===== src/verilog/dgc_pkg.sv =====
// Constants, register map and strap decode for the general control register bank
package dgc_pkg;

	// Register offsets
	localparam logic [7:0] REG_BUS_ADDR    = 8'h00;
	localparam logic [7:0] REG_SOFT_RST    = 8'h01;
	localparam logic [7:0] REG_OUT_CFG     = 8'h02;

	// Field positions
	localparam int ADDR_SRC_BIT   = 0;
	localparam int LOGIC_RST_BIT  = 0;
	localparam int FULL_RST_BIT   = 1;
	localparam int RST_FIXED_BIT  = 2;
	localparam int OSS_BIT        = 4;
	localparam int OSC_EN_BIT     = 5;
	localparam int OVR_BIT        = 6;
	localparam int OE_BIT         = 7;

	// Values after reset
	localparam logic [4:0] SOFT_RST_HI_RESET = 5'h00;
	localparam logic [7:0] OUT_CFG_RESET     = 8'h00;

	// Cycle counts
	localparam int SOFT_RST_CYCLES = 2;
	localparam int OSC_HALF_CYCLES = 2;

	typedef enum logic [1:0] {
		DGC_OUT_ACTIVE,
		DGC_OUT_HELD_LOW,
		DGC_OUT_DISABLED
	} dgc_out_mode_e;

	// Strap level index to 7-bit bus address
	function automatic logic [6:0] dgc_strap_to_addr(input logic [2:0] idx);
		logic [6:0] a;
		a = 7'h2C;
		unique case (idx)
			3'h0: a = 7'h2C;
			3'h1: a = 7'h2E;
			3'h2: a = 7'h30;
			3'h3: a = 7'h32;
			3'h4: a = 7'h34;
			3'h5: a = 7'h36;
			3'h6: a = 7'h38;
			3'h7: a = 7'h3C;
		endcase
		return a;
	endfunction : dgc_strap_to_addr

endpackage : dgc_pkg


===== src/verilog/dgc_bus_if.sv =====
// Byte access channel between the serial slave engine and the register bank
`timescale 1ns/1ps
`default_nettype none
interface dgc_bus_if;
	logic [6:0] dev_addr;
	logic       wr_stb;
	logic [7:0] wr_addr;
	logic [7:0] wr_data;
	logic [7:0] rd_addr;
	logic [7:0] rd_data;

	modport engine (input dev_addr, input rd_data, output wr_stb, output wr_addr,
		output wr_data, output rd_addr);
	modport regs (output dev_addr, output rd_data, input wr_stb, input wr_addr,
		input wr_data, input rd_addr);
endinterface : dgc_bus_if
`default_nettype wire


===== src/verilog/dgc_general_regs.sv =====
// General control register bank of the deserializer behind the serial control bus
`timescale 1ns/1ps
`default_nettype none
// Functional notes
// - Address field bits 7:1 load the strap-selected 7-bit address after reset.
// - Bit 0 clear answers at strap address; set uses programmed address.
// - Full soft reset bit clears logic and all registers, then clears itself.
// - Full soft reset reloads strap-derived registers from the current strap.
// - Logic-only soft reset clears logic, keeps registers, then clears itself.
// - Without override the effective output enable is forced to 1.
// - Override bit selects written enable and sleep values over defaults.
// - Oscillator enable plus lost lock, outside a logic reset, drives oscillator clock on osc_clk_out.
// - Sleep select with output enable sets output state while unlocked.
// - Without override the effective sleep select is forced to 1.
module dgc_general_regs (
	input  wire logic              core_clk_in,
	input  wire logic              rst_n_in,
	input  wire logic              scl_in,
	input  wire logic              sda_in,
	output logic                   sda_out,
	output logic                   sda_oe_out,
	input  wire logic [2:0]        address_strap_pin_in,
	input  wire logic              lock_in,
	output logic                   logic_reset_out,
	output logic                   output_enable_out,
	output logic                   output_sleep_state_select_out,
	output dgc_pkg::dgc_out_mode_e output_mode_out,
	output logic                   osc_active_out,
	output logic                   osc_clk_out
);
	localparam int CNT_W = $clog2(dgc_pkg::SOFT_RST_CYCLES + 1);
	localparam logic [CNT_W-1:0] CNT_LOAD = CNT_W'(dgc_pkg::SOFT_RST_CYCLES);

	dgc_bus_if bus ();

	logic [2:0]       strap_meta, strap_sync;
	logic [6:0]       strap_addr;
	logic [7:0]       bus_address_config, next_bus_address_config;
	logic [4:0]       soft_rst_hi, next_soft_rst_hi;
	logic [7:0]       output_general_config, next_output_general_config;
	logic [CNT_W-1:0] full_cnt, next_full_cnt;
	logic [CNT_W-1:0] logic_cnt, next_logic_cnt;
	logic             next_logic_reset;
	logic             full_busy, logic_busy;
	logic             wr_bus_addr, wr_soft_rst, wr_out_cfg;
	logic             full_soft_reset, logic_only_soft_reset;

	// Strap level is analog on the board side, so it is synchronised first
	always_ff @(posedge core_clk_in) begin
		strap_meta <= address_strap_pin_in;
		strap_sync <= strap_meta;
	end

	assign strap_addr = dgc_pkg::dgc_strap_to_addr(strap_sync);
	assign full_busy  = (full_cnt != '0);
	assign logic_busy = (logic_cnt != '0);

	// Readback of the soft reset register
	function automatic logic [7:0] soft_rst_view(input logic [4:0] hi, input logic full,
		input logic lgc);
		logic [7:0] v;
		v = {hi, 3'h0};
		v[dgc_pkg::RST_FIXED_BIT] = 1'b1;
		v[dgc_pkg::FULL_RST_BIT]  = full;
		v[dgc_pkg::LOGIC_RST_BIT] = lgc;
		return v;
	endfunction : soft_rst_view

	// Address answered on the bus
	always_comb begin
		if (bus_address_config[dgc_pkg::ADDR_SRC_BIT])
			bus.dev_addr = bus_address_config[7:1];
		else
			bus.dev_addr = strap_addr;
	end

	// Register read, unmapped offsets read as zero
	always_comb begin
		unique case (bus.rd_addr)
			dgc_pkg::REG_BUS_ADDR: bus.rd_data = bus_address_config;
			dgc_pkg::REG_SOFT_RST: bus.rd_data = soft_rst_view(soft_rst_hi, full_busy,
				logic_busy);
			dgc_pkg::REG_OUT_CFG:  bus.rd_data = output_general_config;
			default:               bus.rd_data = 8'h00;
		endcase
	end

	assign wr_bus_addr = bus.wr_stb && bus.wr_addr == dgc_pkg::REG_BUS_ADDR;
	assign wr_soft_rst = bus.wr_stb && bus.wr_addr == dgc_pkg::REG_SOFT_RST;
	assign wr_out_cfg  = bus.wr_stb && bus.wr_addr == dgc_pkg::REG_OUT_CFG;
	assign full_soft_reset       = wr_soft_rst && bus.wr_data[dgc_pkg::FULL_RST_BIT];
	assign logic_only_soft_reset = wr_soft_rst && bus.wr_data[dgc_pkg::LOGIC_RST_BIT];

	always_comb begin
		next_bus_address_config    = bus_address_config;
		next_soft_rst_hi           = soft_rst_hi;
		next_output_general_config = output_general_config;
		next_full_cnt  = full_busy ? full_cnt - CNT_W'(1) : full_cnt;
		next_logic_cnt = logic_busy ? logic_cnt - CNT_W'(1) : logic_cnt;
		if (wr_bus_addr)
			next_bus_address_config = bus.wr_data;
		if (wr_soft_rst)
			next_soft_rst_hi = bus.wr_data[7:3];
		if (wr_out_cfg)
			next_output_general_config = bus.wr_data;
		if (full_soft_reset)
			next_full_cnt = CNT_LOAD;
		if (logic_only_soft_reset)
			next_logic_cnt = CNT_LOAD;
		// Reload takes priority over any write landing during the reset window
		if (full_busy) begin
			next_bus_address_config    = {strap_addr, 1'b0};
			next_soft_rst_hi           = dgc_pkg::SOFT_RST_HI_RESET;
			next_output_general_config = dgc_pkg::OUT_CFG_RESET;
		end
		next_logic_reset = (next_full_cnt != '0) || (next_logic_cnt != '0);
	end

	// Address register takes the synchronised strap, so reset is held three edges
	always_ff @(posedge core_clk_in) begin
		if (!rst_n_in) begin
			bus_address_config    <= {strap_addr, 1'b0};
			soft_rst_hi           <= dgc_pkg::SOFT_RST_HI_RESET;
			output_general_config <= dgc_pkg::OUT_CFG_RESET;
			full_cnt              <= '0;
			logic_cnt             <= '0;
			logic_reset_out       <= 1'b0;
		end else begin
			bus_address_config    <= next_bus_address_config;
			soft_rst_hi           <= next_soft_rst_hi;
			output_general_config <= next_output_general_config;
			full_cnt              <= next_full_cnt;
			logic_cnt             <= next_logic_cnt;
			logic_reset_out       <= next_logic_reset;
		end
	end

	dgc_serial_slave u_slave (
		.core_clk_in (core_clk_in),
		.rst_n_in    (rst_n_in),
		.scl_in      (scl_in),
		.sda_in      (sda_in),
		.sda_out     (sda_out),
		.sda_oe_out  (sda_oe_out),
		.bus         (bus.engine)
	);

	dgc_output_ctrl u_out (
		.core_clk_in       (core_clk_in),
		.rst_n_in          (rst_n_in),
		.logic_rst_in      (logic_reset_out),
		.lock_in           (lock_in),
		.cfg_in            (output_general_config),
		.output_enable_out (output_enable_out),
		.sleep_state_out   (output_sleep_state_select_out),
		.output_mode_out   (output_mode_out),
		.osc_active_out    (osc_active_out),
		.osc_clk_out       (osc_clk_out)
	);
endmodule : dgc_general_regs
`default_nettype wire


===== src/verilog/dgc_serial_slave.sv =====
// Serial control bus slave: start/stop detect, address match, byte read and write
`timescale 1ns/1ps
`default_nettype none
module dgc_serial_slave (
	input  wire logic  core_clk_in,
	input  wire logic  rst_n_in,
	input  wire logic  scl_in,
	input  wire logic  sda_in,
	output logic       sda_out,
	output logic       sda_oe_out,
	dgc_bus_if.engine  bus
);
	typedef enum logic [2:0] {S_IDLE, S_RX, S_RX_DONE, S_ACK, S_TX, S_TX_ACK} dgc_slv_state_e;

	logic           scl_meta, scl_sync, scl_prev;
	logic           sda_meta, sda_sync, sda_prev;
	dgc_slv_state_e st, next_st;
	logic [2:0]     cnt, next_cnt;
	logic [1:0]     idx, next_idx;
	logic [7:0]     sh, next_sh;
	logic [7:0]     ptr, next_ptr;
	logic [7:0]     wr_addr, next_wr_addr;
	logic           rw, next_rw;
	logic           drv, next_drv;
	logic           wr_stb, next_wr_stb;
	logic           scl_rise, scl_fall, start, stop;

	// Synchronisers, third stage only for edge detection
	always_ff @(posedge core_clk_in) begin
		scl_meta <= scl_in;
		scl_sync <= scl_meta;
		scl_prev <= scl_sync;
		sda_meta <= sda_in;
		sda_sync <= sda_meta;
		sda_prev <= sda_sync;
	end

	assign scl_rise = scl_sync & ~scl_prev;
	assign scl_fall = ~scl_sync & scl_prev;
	assign start    = scl_sync & scl_prev & sda_prev & ~sda_sync;
	assign stop     = scl_sync & scl_prev & ~sda_prev & sda_sync;

	always_comb begin
		next_st      = st;
		next_cnt     = cnt;
		next_idx     = idx;
		next_sh      = sh;
		next_ptr     = ptr;
		next_wr_addr = wr_addr;
		next_rw      = rw;
		next_drv     = drv;
		next_wr_stb  = 1'b0;
		if (start) begin
			next_st  = S_RX;
			next_cnt = 3'h0;
			next_idx = 2'h0;
			next_drv = 1'b0;
		end else if (stop) begin
			next_st  = S_IDLE;
			next_drv = 1'b0;
		end else begin
			unique case (st)
				S_IDLE: begin
				end
				S_RX: if (scl_rise) begin
					next_sh  = {sh[6:0], sda_sync};
					next_cnt = cnt + 3'h1;
					if (cnt == 3'h7)
						next_st = S_RX_DONE;
				end
				S_RX_DONE: if (scl_fall) begin
					next_st  = S_ACK;
					next_drv = 1'b1;
					next_idx = (idx == 2'h2) ? 2'h2 : idx + 2'h1;
					if (idx == 2'h0) begin
						if (sh[7:1] != bus.dev_addr) begin
							next_st  = S_IDLE;
							next_drv = 1'b0;
						end else begin
							next_rw = sh[0];
						end
					end else if (idx == 2'h1) begin
						next_ptr = sh;
					end else begin
						next_wr_stb  = 1'b1;
						next_wr_addr = ptr;
						next_ptr     = ptr + 8'h01;
					end
				end
				S_ACK: if (scl_fall) begin
					next_cnt = 3'h0;
					if (rw) begin
						next_st  = S_TX;
						next_sh  = bus.rd_data;
						next_drv = ~bus.rd_data[7];
						next_ptr = ptr + 8'h01;
					end else begin
						next_st  = S_RX;
						next_drv = 1'b0;
					end
				end
				S_TX: if (scl_fall) begin
					next_cnt = cnt + 3'h1;
					next_sh  = {sh[6:0], 1'b0};
					if (cnt == 3'h7) begin
						next_st  = S_TX_ACK;
						next_drv = 1'b0;
					end else begin
						next_drv = ~sh[6];
					end
				end
				S_TX_ACK: if (scl_rise)
					next_st = sda_sync ? S_IDLE : S_ACK;
			endcase
		end
	end

	// Engine is kept out of soft resets so a resetting write still gets its ACK
	always_ff @(posedge core_clk_in) begin
		if (!rst_n_in) begin
			st      <= S_IDLE;
			cnt     <= 3'h0;
			idx     <= 2'h0;
			sh      <= 8'h00;
			ptr     <= 8'h00;
			wr_addr <= 8'h00;
			rw      <= 1'b0;
			drv     <= 1'b0;
			wr_stb  <= 1'b0;
			sda_out <= 1'b0;
		end else begin
			st      <= next_st;
			cnt     <= next_cnt;
			idx     <= next_idx;
			sh      <= next_sh;
			ptr     <= next_ptr;
			wr_addr <= next_wr_addr;
			rw      <= next_rw;
			drv     <= next_drv;
			wr_stb  <= next_wr_stb;
			sda_out <= 1'b0;
		end
	end

	assign sda_oe_out  = drv;
	assign bus.wr_stb  = wr_stb;
	assign bus.wr_addr = wr_addr;
	assign bus.wr_data = sh;
	assign bus.rd_addr = ptr;
endmodule : dgc_serial_slave
`default_nettype wire


===== src/verilog/dgc_output_ctrl.sv =====
// Effective output enable, sleep state and free-running oscillator clock output
`timescale 1ns/1ps
`default_nettype none
module dgc_output_ctrl (
	input  wire logic            core_clk_in,
	input  wire logic            rst_n_in,
	input  wire logic            logic_rst_in,
	input  wire logic            lock_in,
	input  wire logic [7:0]      cfg_in,
	output logic                 output_enable_out,
	output logic                 sleep_state_out,
	output dgc_pkg::dgc_out_mode_e output_mode_out,
	output logic                 osc_active_out,
	output logic                 osc_clk_out
);
	localparam int DIV_W = $clog2(dgc_pkg::OSC_HALF_CYCLES + 1);
	localparam logic [DIV_W-1:0] DIV_LAST = DIV_W'(dgc_pkg::OSC_HALF_CYCLES - 1);

	logic                   cfg_ovr, cfg_oe, cfg_oss, cfg_osc, osc_go;
	logic                   next_oe, next_oss, next_osc_act, next_osc_clk;
	dgc_pkg::dgc_out_mode_e next_mode;
	logic [DIV_W-1:0]       div, next_div;

	assign cfg_ovr = cfg_in[dgc_pkg::OVR_BIT];
	assign cfg_oe  = cfg_in[dgc_pkg::OE_BIT];
	assign cfg_oss = cfg_in[dgc_pkg::OSS_BIT];
	assign cfg_osc = cfg_in[dgc_pkg::OSC_EN_BIT];
	assign osc_go  = cfg_osc & ~lock_in & ~logic_rst_in;

	always_comb begin
		next_oe  = cfg_ovr ? cfg_oe : 1'b1;
		next_oss = cfg_ovr ? cfg_oss : 1'b1;
		if (!next_oe)
			next_mode = dgc_pkg::DGC_OUT_DISABLED;
		else if (lock_in)
			next_mode = dgc_pkg::DGC_OUT_ACTIVE;
		else
			next_mode = next_oss ? dgc_pkg::DGC_OUT_HELD_LOW : dgc_pkg::DGC_OUT_DISABLED;
		next_osc_act = osc_go;
		next_div     = div;
		next_osc_clk = osc_clk_out;
		if (!osc_go) begin
			next_div     = '0;
			next_osc_clk = 1'b0;
		end else if (div == DIV_LAST) begin
			next_div     = '0;
			next_osc_clk = ~osc_clk_out;
		end else begin
			next_div = div + DIV_W'(1);
		end
	end

	always_ff @(posedge core_clk_in) begin
		if (!rst_n_in) begin
			output_enable_out <= 1'b1;
			sleep_state_out   <= 1'b1;
			output_mode_out   <= dgc_pkg::DGC_OUT_DISABLED;
			osc_active_out    <= 1'b0;
			osc_clk_out       <= 1'b0;
			div               <= '0;
		end else begin
			output_enable_out <= next_oe;
			sleep_state_out   <= next_oss;
			output_mode_out   <= next_mode;
			osc_active_out    <= next_osc_act;
			osc_clk_out       <= next_osc_clk;
			div               <= next_div;
		end
	end
endmodule : dgc_output_ctrl
`default_nettype wire


===== config.mk =====
export PLATFORM = sky130hd
export DESIGN_NAME = dgc_general_regs
export DESIGN_NICKNAME = d
export VERILOG_FILES = /design/src/verilog/dgc_pkg.sv /design/src/verilog/dgc_bus_if.sv /design/src/verilog/dgc_general_regs.sv /design/src/verilog/dgc_serial_slave.sv /design/src/verilog/dgc_output_ctrl.sv
export SDC_FILE = /design/constraint.sdc
export NUM_CORES = 1
export LEC_CHECK = 0
export ABC_AREA = 1
export BUFFER_PORTS_ARGS = -buffer_cell sky130_fd_sc_hd__buf_2
export CAP_MARGIN = 20
export CORE_MARGIN = 2
export CORE_UTILIZATION = 58
export CTS_BUF_LIST = sky130_fd_sc_hd__clkbuf_4
export CTS_CLUSTER_SIZE = 25
export DETAILED_ROUTE_END_ITERATION = 8
export PLACE_DENSITY = 0.79
export SLEW_MARGIN = 20
export SYNTH_ARGS = -nofsm -noshare
export SYNTH_HDL_FRONTEND = slang
export SYNTH_SLANG_ARGS = --single-unit

===== constraint.sdc =====
create_clock -name core_clk_in -period 2.64 [get_ports core_clk_in]
set_input_delay 0.396 -clock core_clk_in [delete_from_list [all_inputs] [get_ports core_clk_in]]
set_output_delay 0.396 -clock core_clk_in [all_outputs]
set_load 0.01 [all_outputs]

==> flow_summary.yaml <==
setup_path:
  crit_path_start_kind: "register"
  path_buf_inv: 3
  required_ns: 2.94
  arrival_ns: 2.20
  cp_top_family: "simple AND/OR/NAND/NOR gates"
  endpoint_kind: "register"
  reg2reg_depth: 11
  worst-setup-path-type: "register to register"
  critPathMaxStageDelay_ns: 0.39
  cp_cell_sequence: "inv_2 -> nor2_4 -> nand2_4 -> inv_1 -> nand2_1 -> nand2_2 -> nor2_4 -> inv_2 -> a21oi_1 -> o21ai_0 -> a21oi_1"
  cp_max_fo: 11
  cp_num_cells: 11
  crit_slowest_cell: "dfxtp_1"
routing:
  viasPerCell: 5.558
  wl_mm: 8.634
  vias: 3385
  drc: 0
  ant_nets: 0
  drt_first_iter_violations: 286
  wl_per_cell_um: 14.18
  firstDrtPassIters: 6
global_routing:
  grt_pass1_vias: 3052
  grt_pass1_wl_mm: 14.00
  grt_antenna_before_repair: 0
  grt_use_total: 0.2471
  grt_max_degree: 24
  overflow: 0
floorplanning:
  ios: 17
  coreArea_sq_mm: 0.006314
  initial_core_util: 0.5989
  die-width_um: 84.74
  num_rows: 29
  fp.dieArea_sq_mm: 0.007181
  chipHeight_um: 84.74
power_and_ir_drop:
  power_leakage_nw: 1.794
  internal-power_mw: 1.854
  pwr-share-seq: 0.520
  swShare: 0.3511
  power_frac_comb: 0.228
  power_frac_clock: 0.251
  p_switching_mw: 1.003
  p_per_area_mw_per_mm2: 702.7
  vdd_drop_max_uv: 348.6
place:
  dp_slack_ns: 0.7738
  portBuffers: 15
  dp_cells: 593
  dp_hpwl_mm: 6.238
  place.gp.congestion: 0.9152
synthesis:
  synth_cell_types: 41
  ys_seq_area_frac: 0.4527
  ys_top_cells_by_area: "dfxtp_1, nand2_1, a21oi_1"
  syn_nets: 524
  syn_inst: 507
  post-synth-top-count-cell: "nand2_1"
  synth.top_cells.by_count: "nand2_1, dfxtp_1, inv_1"
  syn_avg_cell_area_sq_um: 7.458
  synth_top_area_cell: "dfxtp_1"
  ys_ff_latch: 82
  synth_top_cell_area_share: 0.3971
  async_flop_share: 0
  ys.flop_type: "dfxtp_1"
  ys_warn_count: 0
  mappedNetlistArea_sq_mm: 0.003781
  synth_edf_count: 7
sta:
  skew_ns: 0.03150
  min_period_over_period: 0.7198
  post-route-min-period_ns: 1.900
  hold_viol: 0
  holdWs_ns: 0.03990
  fin_ws_ns: 0.7398
  max_freq_mhz: 526.3
  finalSetupTns_ns: 0
  rsz0062_at_grt: "no"
  report.final.slew_viol_count: 0
  finalSetupViolCount: 0
outcome:
  status: "finished clean"
finish:
  finalNetCount: 544
  regArea_sq_mm: 0.001712
  nFillCells: 585
  syn_to_final_growth_pct: 7.512
  stdcell_count: 609
  multi_input_area_sq_mm: 0.001757
  drive_above_1_share: 0.1053
  diodes: 0
clocking:
  postCtsSetupBuffers: 0
  htree_levels: 3
  cts_max_path_buffers: 2
  cts_root_buf: "clkbuf_4"
  clock_sinks: 82
  cts_resized: 0
  clk_latency_ns: 0.45
  cts_tree: "done"
  clkTransAtPathRegs_ns: 0.14
  cts_inserted_buffers: 9
  holdBufCountCts: 0
worst_hold_path:
  holdPathStages: 1
  hp-class: "primary input to register"
job:
  drv_cap: 0
-- final cells by class --
| type | count | share of cell area |
|---|---|---|
| multi-input cells | 344 | 0.4321 |
| flip-flops and latches | 82 | 0.4211 |
| inverters | 72 | 0.06648 |
| repair buffers | 18 | 0.02401 |
| well taps | 77 | 0.02370 |
| clock buffers | 10 | 0.01847 |
| clock inverters | 6 | 0.01416 |
-- cell families after synthesis --
logic type | after synthesis | synth area share
AND/OR/NAND/NOR | 202 | 0.2419
AO/OA/AOI/OAI | 130 | 0.1873
adder cells (fa/ha/maj) | 9 | 0.02978
flip-flops | 82 | 0.4527
XOR/XNOR | 2 | 0.004634
other | 1 | 0.0009918
buffers and inverters | 81 | 0.08273
-- cells in the final DEF, fill, tap and decap left out, types with 3 or more instances in the layout --
cell	Yosys	final
clkbuf_4	0	10
inv_1	64	64
dfxtp_1	75	75
a21oi_1	60	60
nor2_1	39	39
nand4_1	3	3
nand2_1	106	106
buf_2	4	15
clkinv_2	0	3
o21ai_0	46	46
o31ai_1	3	3
edfxtp_1	7	7
inv_2	8	8
nand3_1	31	31
nor2_4	3	3
o211ai_1	9	9
nor3_1	4	4
ha_1	9	9
buf_4	1	3
a211oi_1	3	3
-- layer usage --
| layer | vias up | wire length (um) | global-route usage |
|---|---|---|---|
| li1 | 1719 | - | - |
| met1 | 1510 | 3867 | 0.3236 |
| met2 | 138 | 3949 | 0.3973 |
| met3 | 18 | 641 | 0.06096 |
| met4 | 0 | 176 | 0.09091 |
| met5 | - | 0 | 0 |
-- power by group through the flow --
stage          registers [mW]  logic (mW)  clock network (mW)
4_1_cts                  1.48       0.635               0.728
3_3_place_gp             1.51       0.619                   0
2_1_floorplan            1.47       0.475                   0
6_report                 1.49       0.652               0.718
5_1_grt                  1.50       0.719               0.782
3_5_place_dp             1.51       0.628                   0
-- state kept, by name, summed over array words and instances (netlist names), 2 cells and up --
register               count
strap_meta                 3
strap_addr                 4
bus_address_config         8
logic_cnt                  2
u_slave.bus.wr_data        8
u_slave.bus.wr_addr        8
u_out.div                  2
soft_rst_hi                5
u_slave.cnt                3
u_out.output_mode_out      2
u_slave.bus.rd_addr        8
u_slave.st                 3
output_general_config      8
full_cnt                   2
u_slave.idx                2
-- through the flow --
step	instance area [sq um]	power (mW)	utilization
final	4065	2.857	0.6439
after floorplan	3781	1.941	-
after detailed placement	3933	2.137	0.6229
after global routing	4065	2.999	0.6439
after CTS	4065	2.845	0.6439
after global placement	3933	2.129	0.6229
-- final timing paths --
| kind | start | endpoint | slack, ns |
|---|---|---|---|
| min | scl_in | u_slave.scl_meta$_DFF_P_ | 0.04 |
| max reg2reg | u_slave.st[1]$_SDFFE_PP0P_ | u_slave.bus.rd_addr[5]$_SDFFE_PN0P_ | 0.74 |
| max | u_slave.st[1]$_SDFFE_PP0P_ | u_slave.bus.rd_addr[5]$_SDFFE_PN0P_ | 0.74 |
| min reg2reg | u_slave.sda_meta$_DFF_P_ | u_slave.sda_sync$_DFF_P_ | 0.34 |
Power figures use the tool's default switching activity.
